<file path="config.mk">
export PLATFORM = sky130hd
export DESIGN_NAME = rxoh_regs
export DESIGN_NICKNAME = d
export VERILOG_FILES = /design/src/inc/rxoh_pkg.sv /design/src/inc/rxoh_sync_if.sv /design/src/rxoh_regs.sv /design/src/rxoh_crc_sync_cnt.sv
export SDC_FILE = /design/constraint.sdc
export NUM_CORES = 2
export LEC_CHECK = 0
export ABC_AREA = 1
export ABC_CLOCK_PERIOD_IN_PS = 2900
export BUFFER_PORTS_ARGS = -buffer_cell sky130_fd_sc_hd__buf_2
export CAP_MARGIN = 40
export CORE_MARGIN = 2
export CORE_UTILIZATION = 35
export DETAILED_ROUTE_END_ITERATION = 7
export PLACE_DENSITY = 0.49
export RECOVER_POWER = 25
export SETUP_SLACK_MARGIN = 0.05
export SYNTH_ARGS = -nofsm -noshare
export SYNTH_HDL_FRONTEND = slang
export SYNTH_SLANG_ARGS = --single-unit
</file>
<file path="constraint.sdc">
create_clock -name core_clk_i -period 2.9 [get_ports core_clk_i]
set_input_delay 0.725 -clock core_clk_i [delete_from_list [all_inputs] [get_ports core_clk_i]]
set_output_delay 0.725 -clock core_clk_i [all_outputs]
set_load 0.005 [all_outputs]
</file>
<file path="src/inc/rxoh_pkg.sv">
// constants and types of the receive overhead capture register bank
//
// Overview of operation
// - T1 link register shows received data link or Fs bits.
// - first received link bit lands in bit 0, last in bit 7.
// - D4 link register updates at multiframe end, Fs bits in bits 5..0.
// - code register keeps last valid six-bit code, bits 7..6 read zero.
// - E1 sync status bits are live, never latched.
// - search counter steps once per expired 8 ms CRC4 search.
// - search counter clears on CRC4 sync or when CRC4 is disabled.
// - search counter saturates at its maximum.
// - six-bit counter, bits 5..2 and 0 shown in bits 7..3.
// - status bit 2 high while hunting CRC4 multiframe alignment.
// - status bit 1 high while hunting CAS multiframe alignment.
// - status bit 0 high while hunting basic frame alignment.
// - three T1 registers hold the SLC-96 link with fixed pattern bits.
// - E1 align register holds Si in bit 7 and FAS in 6..0.
// - E1 non-align register holds Si, one, A, Sa4..Sa8.
// - Si bits of even frames gathered, frame 14 in bit 7.
// - Si bits of odd frames gathered, frame 15 in bit 7.
// - remote alarm bits of odd frames gathered, frame 15 in bit 7.
// - Sa4 bits of odd frames gathered, frame 15 in bit 7.
// - Sa5 bits of odd frames gathered, frame 15 in bit 7.
// - eight ports, each copy at base plus 200h times port index.
// - T1 and E1 share offsets; read content follows line mode.
package rxoh_pkg;
  // ==========================================================
  // map: offsets are word indexes, byte address is four times
  localparam int PORTS = 8;
  localparam logic [8:0] OFF_LINK = 9'h062;
  localparam logic [8:0] OFF_CODE = 9'h063;
  localparam logic [8:0] OFF_W64 = 9'h064;
  localparam logic [8:0] OFF_W65 = 9'h065;
  localparam logic [8:0] OFF_W66 = 9'h066;
  localparam logic [8:0] OFF_SINA = 9'h067;
  localparam logic [8:0] OFF_RA = 9'h068;
  localparam logic [8:0] OFF_SA4 = 9'h069;
  localparam logic [8:0] OFF_SA5 = 9'h06a;
  localparam logic [8:0] OFF_CTRL = 9'h070;
  // ==========================================================
  // control register fields
  localparam int CTL_MODE = 0;
  localparam int CTL_FRAMING = 1;
  localparam int CTL_CRC = 2;
  localparam int CTL_SRST = 3;
  localparam logic [3:0] CTRL_RST = 4'h0;
  localparam logic [2:0] SLC_FIX = 3'h2;
  // ==========================================================
  // crc4 multiframe search timing
  localparam int SEARCH_MS = 8;
  localparam int CLK_HZ = 50000000;
  localparam int SEARCH_CYC = SEARCH_MS * (CLK_HZ / 1000);
  localparam int TMR_W = 19;
  localparam logic [5:0] CSC_MAX = 6'h3f;
  // ==========================================================
  typedef struct packed {
    logic [TMR_W-1:0] tmr;
    logic [5:0] crc_multiframe_search_count;
  } rxoh_cnt_t;
  typedef struct packed {
    logic [7:0] lsh;
    logic [2:0] lcnt;
    logic [7:0] link;
    logic [5:0] code;
    logic [7:0] slc1;
    logic [7:0] slc2;
    logic [7:0] slc3;
    logic [7:0] af;
    logic [7:0] naf;
    logic [7:0] sia;
    logic [7:0] sina;
    logic [7:0] ra;
    logic [7:0] sa4;
    logic [7:0] sa5;
  } rxoh_cap_t;
  typedef struct packed {
    rxoh_cap_t [PORTS-1:0] cap;
    logic [PORTS-1:0][3:0] ctrl;
    logic [7:0] rdata;
    logic err;
  } rxoh_top_t;
endpackage

</file>
<file path="src/inc/rxoh_sync_if.sv">
// crc4 search counter hookup between the bank and its counters
`timescale 1ns/1ps
`default_nettype none
interface rxoh_sync_if;
  logic enable;
  logic hunting;
  logic sync_ok;
  logic clear;
  logic [5:0] count;
  modport cnt (input enable, input hunting, input sync_ok, input clear, output count);
  modport user (output enable, output hunting, output sync_ok, output clear, input count);
endinterface
`default_nettype wire

</file>
<file path="src/rxoh_regs.sv">
// receive overhead capture register bank, eight ports, apb slave
//
// Implementation choice: the APB register port.
`timescale 1ns/1ps
`default_nettype none
module rxoh_regs #(
  parameter int SEARCH_CYCLES = rxoh_pkg::SEARCH_CYC,
  parameter int NP = rxoh_pkg::PORTS
) (
  input wire logic core_clk_i,
  input wire logic rst_n_i,
  input wire logic psel_i,
  input wire logic penable_i,
  input wire logic pwrite_i,
  input wire logic [14:0] paddr_i,
  input wire logic [31:0] pwdata_i,
  output logic [31:0] prdata_o,
  output logic pready_o,
  output logic pslverr_o,
  input wire logic [NP-1:0] rx_link_bits_vld_i,
  input wire logic [NP-1:0] rx_link_bits_i,
  input wire logic [NP-1:0] link_mf_end_i,
  input wire logic [NP-1:0] rx_code_vld_i,
  input wire logic [NP-1:0][5:0] rx_code_bits_i,
  input wire logic [NP-1:0] slc_vld_i,
  input wire logic [NP-1:0][19:0] slc_fields_i,
  input wire logic [NP-1:0] e1_frame_vld_i,
  input wire logic [NP-1:0][3:0] e1_frame_num_i,
  input wire logic [NP-1:0][7:0] e1_ts0_i,
  input wire logic [NP-1:0] crc_multiframe_hunting_i,
  input wire logic [NP-1:0] signaling_multiframe_hunting_i,
  input wire logic [NP-1:0] frame_align_hunting_i,
  input wire logic [NP-1:0] crc_sync_ok_i,
  output logic [NP-1:0] rx_line_mode_select_o,
  output logic [NP-1:0] rx_framing_select_o,
  output logic [NP-1:0] rx_crc_multiframe_enable_o
);
  rxoh_pkg::rxoh_top_t q, d;
  logic [NP-1:0][5:0] csc_w;

  // ==========================================================
  // per-port crc4 search counters
  rxoh_sync_if sy [NP] ();
  for (genvar gp = 0; gp < NP; gp++) begin : g_cnt
    assign sy[gp].enable = q.ctrl[gp][rxoh_pkg::CTL_MODE] && q.ctrl[gp][rxoh_pkg::CTL_CRC];
    assign sy[gp].hunting = crc_multiframe_hunting_i[gp];
    assign sy[gp].sync_ok = crc_sync_ok_i[gp];
    assign sy[gp].clear = q.ctrl[gp][rxoh_pkg::CTL_SRST];
    assign csc_w[gp] = sy[gp].count;
    rxoh_crc_sync_cnt #(
      .SEARCH_CYCLES(SEARCH_CYCLES)
    ) u_cnt (
      .core_clk_i(core_clk_i),
      .rst_n_i(rst_n_i),
      .sy(sy[gp].cnt)
    );
    assign rx_line_mode_select_o[gp] = q.ctrl[gp][rxoh_pkg::CTL_MODE];
    assign rx_framing_select_o[gp] = q.ctrl[gp][rxoh_pkg::CTL_FRAMING];
    assign rx_crc_multiframe_enable_o[gp] = q.ctrl[gp][rxoh_pkg::CTL_CRC];
  end

  // ==========================================================
  // address decode, word index = byte address / 4
  logic [2:0] a_port;
  logic [8:0] a_off;
  logic a_in;
  assign a_port = paddr_i[13:11];
  assign a_off = paddr_i[10:2];
  assign a_in = !paddr_i[14] && paddr_i[1:0] == 2'h0;

  // ==========================================================
  // next state: capture, read mux, control writes
  always_comb begin
    logic [7:0] sh;
    logic [7:0] rv;
    logic hit;
    logic e1;
    logic [2:0] fi;
    rxoh_pkg::rxoh_cap_t c;
    sh = '0;
    rv = '0;
    hit = 1'b0;
    e1 = 1'b0;
    fi = '0;
    c = '0;
    d = q;
    for (int p = 0; p < NP; p++) begin
      c = q.cap[p];
      if (q.ctrl[p][rxoh_pkg::CTL_SRST]) begin
        c = '0;
      end else begin
        // link bits shift in from the top so the first one ends in bit 0
        sh = rx_link_bits_vld_i[p] ? {rx_link_bits_i[p], c.lsh[7:1]} : c.lsh;
        c.lsh = sh;
        if (q.ctrl[p][rxoh_pkg::CTL_FRAMING]) begin
          if (rx_link_bits_vld_i[p]) begin
            c.lcnt = c.lcnt + 3'h1;
          end
          if (link_mf_end_i[p]) begin
            c.link = {2'h0, sh[7:2]};
            c.lcnt = '0;
          end
        end else if (rx_link_bits_vld_i[p]) begin
          c.lcnt = c.lcnt + 3'h1;
          if (q.cap[p].lcnt == 3'h7) begin
            c.link = sh;
          end
        end
        if (rx_code_vld_i[p]) begin
          c.code = rx_code_bits_i[p];
        end
        if (slc_vld_i[p]) begin
          c.slc1 = slc_fields_i[p][7:0];
          c.slc2 = {slc_fields_i[p][12:11], rxoh_pkg::SLC_FIX, slc_fields_i[p][10:8]};
          c.slc3 = {1'b1, slc_fields_i[p][19:13]};
        end
        if (e1_frame_vld_i[p]) begin
          fi = e1_frame_num_i[p][3:1];
          if (!e1_frame_num_i[p][0]) begin
            c.af = e1_ts0_i[p];
            c.sia[fi] = e1_ts0_i[p][7];
          end else begin
            c.naf = e1_ts0_i[p];
            c.sina[fi] = e1_ts0_i[p][7];
            c.ra[fi] = e1_ts0_i[p][5];
            c.sa4[fi] = e1_ts0_i[p][4];
            c.sa5[fi] = e1_ts0_i[p][3];
          end
        end
      end
      d.cap[p] = c;
    end

    // shared offsets pick their content from the port's line mode
    c = q.cap[a_port];
    e1 = q.ctrl[a_port][rxoh_pkg::CTL_MODE];
    hit = a_in;
    case (a_off)
      rxoh_pkg::OFF_LINK: begin
        // counter bit 1 is dropped so five bits still span the search window
        rv = e1 ? {csc_w[a_port][5:2], csc_w[a_port][0],
                   crc_multiframe_hunting_i[a_port],
                   signaling_multiframe_hunting_i[a_port],
                   frame_align_hunting_i[a_port]} : c.link;
      end
      rxoh_pkg::OFF_CODE: begin
        rv = e1 ? 8'h00 : {2'h0, c.code};
      end
      rxoh_pkg::OFF_W64: begin
        rv = e1 ? c.af : c.slc1;
      end
      rxoh_pkg::OFF_W65: begin
        rv = e1 ? c.naf : c.slc2;
      end
      rxoh_pkg::OFF_W66: begin
        rv = e1 ? c.sia : c.slc3;
      end
      rxoh_pkg::OFF_SINA: begin
        rv = e1 ? c.sina : 8'h00;
      end
      rxoh_pkg::OFF_RA: begin
        rv = e1 ? c.ra : 8'h00;
      end
      rxoh_pkg::OFF_SA4: begin
        rv = e1 ? c.sa4 : 8'h00;
      end
      rxoh_pkg::OFF_SA5: begin
        rv = e1 ? c.sa5 : 8'h00;
      end
      rxoh_pkg::OFF_CTRL: begin
        rv = {4'h0, q.ctrl[a_port]};
      end
      default: begin
        hit = 1'b0;
      end
    endcase
    if (!hit) begin
      rv = 8'h00;
    end

    // read data and error are prepared in the setup cycle so both come from flops
    if (psel_i && !penable_i) begin
      d.rdata = rv;
      d.err = !hit;
    end
    // capture registers ignore writes, only the control word takes one
    if (psel_i && penable_i && pwrite_i && hit && a_off == rxoh_pkg::OFF_CTRL) begin
      d.ctrl[a_port] = pwdata_i[3:0];
    end
  end

  always_ff @(posedge core_clk_i or negedge rst_n_i) begin
    if (!rst_n_i) begin
      q <= '0;
    end else begin
      q <= d;
    end
  end

  // ==========================================================
  // apb answer: no wait states
  assign pready_o = 1'b1;
  assign pslverr_o = psel_i && penable_i && q.err;
  assign prdata_o = {24'h0, q.rdata};

  // ==========================================================
  // checks
  logic t1_d4_0;
  assign t1_d4_0 = q.ctrl[0][rxoh_pkg::CTL_FRAMING] && !q.ctrl[0][rxoh_pkg::CTL_SRST];

  a_link_d4_low: assert property (@(posedge core_clk_i) disable iff (!rst_n_i)
    t1_d4_0 && link_mf_end_i[0] |=> q.cap[0].link[7:6] == 2'h0)
    else $error("d4 link register upper bits not zero");
  a_link_d4_hold: assert property (@(posedge core_clk_i) disable iff (!rst_n_i)
    t1_d4_0 && !link_mf_end_i[0] |=> $stable(q.cap[0].link))
    else $error("d4 link register changed off a multiframe boundary");
  a_slc_fixed: assert property (@(posedge core_clk_i) disable iff (!rst_n_i)
    slc_vld_i[0] && !q.ctrl[0][rxoh_pkg::CTL_SRST]
    |=> q.cap[0].slc2[5:3] == 3'h2 && q.cap[0].slc3[7])
    else $error("slc fixed pattern wrong");
  a_align_take: assert property (@(posedge core_clk_i) disable iff (!rst_n_i)
    e1_frame_vld_i[0] && !e1_frame_num_i[0][0] && !q.ctrl[0][rxoh_pkg::CTL_SRST]
    |=> q.cap[0].af == $past(e1_ts0_i[0]))
    else $error("align frame byte not captured");
  a_ra_take: assert property (@(posedge core_clk_i) disable iff (!rst_n_i)
    e1_frame_vld_i[0] && e1_frame_num_i[0] == 4'hf && !q.ctrl[0][rxoh_pkg::CTL_SRST]
    |=> q.cap[0].ra[7] == $past(e1_ts0_i[0][5]))
    else $error("frame 15 remote alarm not in bit 7");
  a_status_live: assert property (@(posedge core_clk_i) disable iff (!rst_n_i)
    psel_i && !penable_i && a_in && a_off == rxoh_pkg::OFF_LINK
    && q.ctrl[a_port][rxoh_pkg::CTL_MODE]
    |=> prdata_o[2:0] == {$past(crc_multiframe_hunting_i[a_port]),
                          $past(signaling_multiframe_hunting_i[a_port]),
                          $past(frame_align_hunting_i[a_port])})
    else $error("status bits not live");
  a_ro_write: assert property (@(posedge core_clk_i) disable iff (!rst_n_i)
    psel_i && penable_i && pwrite_i && a_off != rxoh_pkg::OFF_CTRL |=> $stable(q.ctrl))
    else $error("write to read-only register had an effect");
  a_code_top: assert property (@(posedge core_clk_i) disable iff (!rst_n_i)
    psel_i && !penable_i && a_in && a_off == rxoh_pkg::OFF_CODE
    |=> prdata_o[7:6] == 2'h0 && !pslverr_o)
    else $error("code register upper bits not zero");
endmodule
`default_nettype wire

</file>
<file path="src/rxoh_crc_sync_cnt.sv">
// crc4 multiframe search timer and saturating search counter
`timescale 1ns/1ps
`default_nettype none
module rxoh_crc_sync_cnt #(
  parameter int SEARCH_CYCLES = rxoh_pkg::SEARCH_CYC
) (
  input wire logic core_clk_i,
  input wire logic rst_n_i,
  rxoh_sync_if.cnt sy
);
  localparam logic [rxoh_pkg::TMR_W-1:0] LAST = rxoh_pkg::TMR_W'(SEARCH_CYCLES - 1);
  rxoh_pkg::rxoh_cnt_t q, d;
  logic tick;

  always_comb begin
    d = q;
    tick = 1'b0;
    if (sy.clear || !sy.enable || sy.sync_ok) begin
      d = '0;
    end else if (sy.hunting) begin
      if (q.tmr == LAST) begin
        d.tmr = '0;
        tick = 1'b1;
        if (q.crc_multiframe_search_count != rxoh_pkg::CSC_MAX) begin
          d.crc_multiframe_search_count = q.crc_multiframe_search_count + 6'h01;
        end
      end else begin
        d.tmr = q.tmr + 1'b1;
      end
    end else begin
      d.tmr = '0;
    end
  end

  always_ff @(posedge core_clk_i or negedge rst_n_i) begin
    if (!rst_n_i) begin
      q <= '0;
    end else begin
      q <= d;
    end
  end

  assign sy.count = q.crc_multiframe_search_count;

  a_csc_step: assert property (@(posedge core_clk_i) disable iff (!rst_n_i)
    tick && q.crc_multiframe_search_count != rxoh_pkg::CSC_MAX |=> q.crc_multiframe_search_count == $past(q.crc_multiframe_search_count) + 6'h01)
    else $error("search counter did not step on timeout");
  a_csc_hold_max: assert property (@(posedge core_clk_i) disable iff (!rst_n_i)
    q.crc_multiframe_search_count == rxoh_pkg::CSC_MAX && !sy.clear && sy.enable && !sy.sync_ok |=> q.crc_multiframe_search_count == 6'h3f)
    else $error("search counter left its maximum");
  a_csc_clears: assert property (@(posedge core_clk_i) disable iff (!rst_n_i)
    !sy.enable || sy.sync_ok |=> q.crc_multiframe_search_count == 6'h00)
    else $error("search counter not cleared");
endmodule
`default_nettype wire

</file>
==> impl_metrics.toml <==
[status]
outcome = "finished, final reports clean"

[setup_path]
path_cells = "clkbuf_1 -> nor2_1 -> a21oi_1 -> buf_4 -> o21ai_0 -> o21a_1"
arrival_ps = 3210
path_buf_inv = 2
cpMaxStageDelayCell = "clkbuf_1"
crit_family = "buffers and inverters"
cp.required_ps = 3560
crit_path_max_incr_delay_ps = 1080
critical_path_class = "reg2reg"
cp-start-kind = "flop"
crit_path_end_kind = "flop"
worstPathMaxFanout = 19

[logic_synthesis]
synthesis.instances = 6997
synth_top_cell_by_area = "dfrtp_1"
synth_cell_types = 45
seq_area_frac_synth_pct = 48.9
synthTopCellsByArea = "dfrtp_1 (49%), nand2_1 (12%), o21ai_0 (7.4%)"
synth_edf_count = 0
syn_area_per_cell_um2 = 7.74
yosysWarnings = 0
synth_top_area_share_pct = 48.9
syn_area_mm2 = 0.0541
synth-main-ff-cell = "dfrtp_1"
async_flop_share_pct = 100
synth-seq-cells = 1057

[place]
gp_congestion = 0.994
placed_area_mm2 = 0.0604
port-buffer-count = 440
dp_hpwl_um = 168000
dp.cells = 9489
pre_cts_slack_ps = -140

[routing]
remaining_drc_errors = 0
dr.pass1.iters = 5
vias_per_cell = 5.18
wl_per_cell_um = 22.5
ant_nets = 0
wl_um = 219000
vias = 50300
first_iter_violations = 4598

[final_layout]
drive_gt1_share_pct = 13.5
multi_input_area_mm2 = 0.0224
fillers = 16100
fin_area_mm2 = 0.0642
final_cells = 9717
area_growth_pct = 18.5
final_util_pct = 41.7
regArea_mm2 = 0.0265
nNetsFinal = 8035

[cts]
cts_resized = 0
root_buffer = "clkbuf_16"
numCtsBuffers = 119
htree_levels = 3
clock_latency_ps = 770
cts.sink_count = 1057
clock_path_buffers = 3
cts_tree = "yes"
clk_pin_slew_ps = 60

[floorplan]
rows = 144
die_y_um = 397
start_util_pct = 35.2
die-area_mm2 = 0.158
die_x_um = 397
core_area_mm2 = 0.154
io_pins = 494

[sta]
setup_slack_ps = 357
fin_crit_sh_pct = 87.7
slew_headroom_pct = 1.67
period_needed_ps = 2540
timing.final.max_slew_violations = 0
hold-worst-slack_ps = 172
fmax_mhz = 393
finalHoldViolCount = 0
worst_slew_pin_slew_ps = 1480
final-setup-viol-count = 0
rsz0062_at_grt = "no"
fin_skew_ps = 44.7

[global_route]
grt_max_degree = 105
grt_pass1_wl_um = 320000
antenna_found_initial = 23
grt_usage_pct = 27.3
grt_overflow_total = 0
grt_pass1_vias = 48200

[worst_hold_path]
hold_path_class = "in2reg"

[pwr]
peakVddDrop_v = 0.000512
leakagePower_uw = 0.0313
power.density_mw_per_mm2 = 622

[job]
cap_violations = 0
layout by cell type, fill, tap and decap left out, types with 8 or more instances in the layout:
| cell | count |
|---|---|
| mux2i_1 | 16 |
| nor3_1 | 116 |
| buf_2 | 436 |
| nand3_1 | 613 |
| clkbuf_16 | 121 |
| nor2_1 | 485 |
| nor2_2 | 9 |
| clkinv_2 | 19 |
| buf_4 | 254 |
| nand4_2 | 8 |
| nand2_1 | 1739 |
| ha_1 | 32 |
| a21oi_1 | 116 |
| o31ai_1 | 14 |
| inv_2 | 17 |
| or2_2 | 12 |
| nand4_1 | 46 |
| clkbuf_1 | 58 |
| clkbuf_8 | 32 |
| o21ai_1 | 11 |
| inv_1 | 969 |
| conb_1 | 25 |
| dfrtp_1 | 1057 |
| o22ai_1 | 212 |
| xnor2_1 | 24 |
| xor2_1 | 42 |
| o21a_1 | 15 |
| o211ai_1 | 168 |
| buf_12 | 43 |
| o21ai_0 | 802 |
| nand3b_1 | 15 |
| a31oi_1 | 15 |
| mux2_2 | 39 |
| nor4_1 | 13 |
flip-flops by register name, indices dropped and copies added (netlist names):
register	flops
rx_framing_select_o	8
rx_crc_multiframe_enable_o	8
g_cnt.u_cnt.q	152
rx_line_mode_select_o	8
prdata_o	8
g_cnt.u_cnt.sy.count	48
q	825
power breakdown:
part / internal [uW] / switching [uW] / total (uW)
logic: 2350 / 4500 / 6850
registers: 16800 / 982 / 17800
clock network: 8670 / 6540 / 15200
total: 27900 / 12000 / 39900
layout make-up:
cell class | count | area share (%)
Sequential cell | 1057 | 41.2
Timing Repair Buffer | 760 | 7.97
Tap cell | 2044 | 3.99
Multi-Input combinational cell | 4635 | 34.9
Antenna cell | 4 | 0.0156
Clock buffer | 195 | 5.65
Inverter | 994 | 5.82
Clock inverter | 28 | 0.408
routing by layer:
metal | wire length (um) | global-route usage [%] | vias up
met4 | 9940 | 11.0 | 26
met3 | 15900 | 5.57 | 353
met2 | 97900 | 42.4 | 1645
li1 | - | - | 23900
met1 | 94600 | 37.2 | 24400
met5 | 167 | 0 | -
kinds of logic after synthesis:
kind of cell / Yosys count / share of synthesized area (%)
compound gates: 1368 / 14.2
xor+xnor: 66 / 1.07
fa+ha+maj: 32 / 0.740
buf+inv: 1328 / 9.93
flops: 1057 / 48.9
mux: 55 / 1.11
other cells: 2 / 0.0139
simple gates: 3089 / 24.1
per-stage QoR:
stage / TNS [ps] / total power (uW)
after global routing: 0 / 41800
final: 0 / 39900
after global placement: -153 / 24700
after CTS: 0 / 40200
after detailed placement: -166 / 24900
after floorplan: 0 / 21600
synthesized netlist by cell type, types with 3 or more instances:
master    instances
clkinv_1          7
nand4_1          46
nand2_1        1739
nor4_4            3
mux2i_1          16
a211oi_1          7
o31ai_1          14
xor2_1           42
dfrtp_1        1057
nor2_1          485
a31oi_1          15
o22ai_1         212
ha_1             32
clkbuf_1        130
a21oi_1         116
nand3b_1         15
nor3_2            7
o21ai_0         802
o211ai_1        168
o21a_1           15
nor3_4            4
nor3b_1           7
nand4_2           8
inv_2            14
nor2_2           11
nor4_1           13
or2_2            12
xnor2_1          24
inv_1           973
o21ai_1          11
buf_4            67
mux2_2           39
buf_2           112
nand2_2           5
o21bai_1          4
nor3_1          116
nand3_1         613
buf_1            25
final timing paths:
| kind | start | to | slack [ps] | depth (start not counted) |
|---|---|---|---|---|
| max | q[24]$_DFFE_PN0P_ | q[449]$_DFFE_PN0P_ | 360 | 6 |
| min | slc_fields_i[88] | q[525]$_DFFE_PN0P_ | 170 | 3 |
| max reg2reg | q[24]$_DFFE_PN0P_ | q[449]$_DFFE_PN0P_ | 360 | 6 |
| min reg2reg | g_cnt[3].u_cnt.q[6]$_DFF_PN0_ | g_cnt[3].u_cnt.q[6]$_DFF_PN0_ | 460 | 1 |
| max in group asynchronous | rst_n_i | q[289]$_DFFE_PN0P_ | 440 | 3 |
| min in group asynchronous | rst_n_i | g_cnt[1].u_cnt.q[10]$_DFF_PN0_ | 870 | 2 |
timing repair:
action | in CTS | in global routing
hold endpoints to repair | 18 | 0
setup buffers | 0 | 0
hold buffers | 1 | 0
tightest hold or removal path, delay by kind of cell:
family / cells / cell delay, ps
AND/OR/NAND/NOR: 2 / 120
buffers and inverters: 1 / 80
No activity file was read; power rests on OpenSTA's default activity.
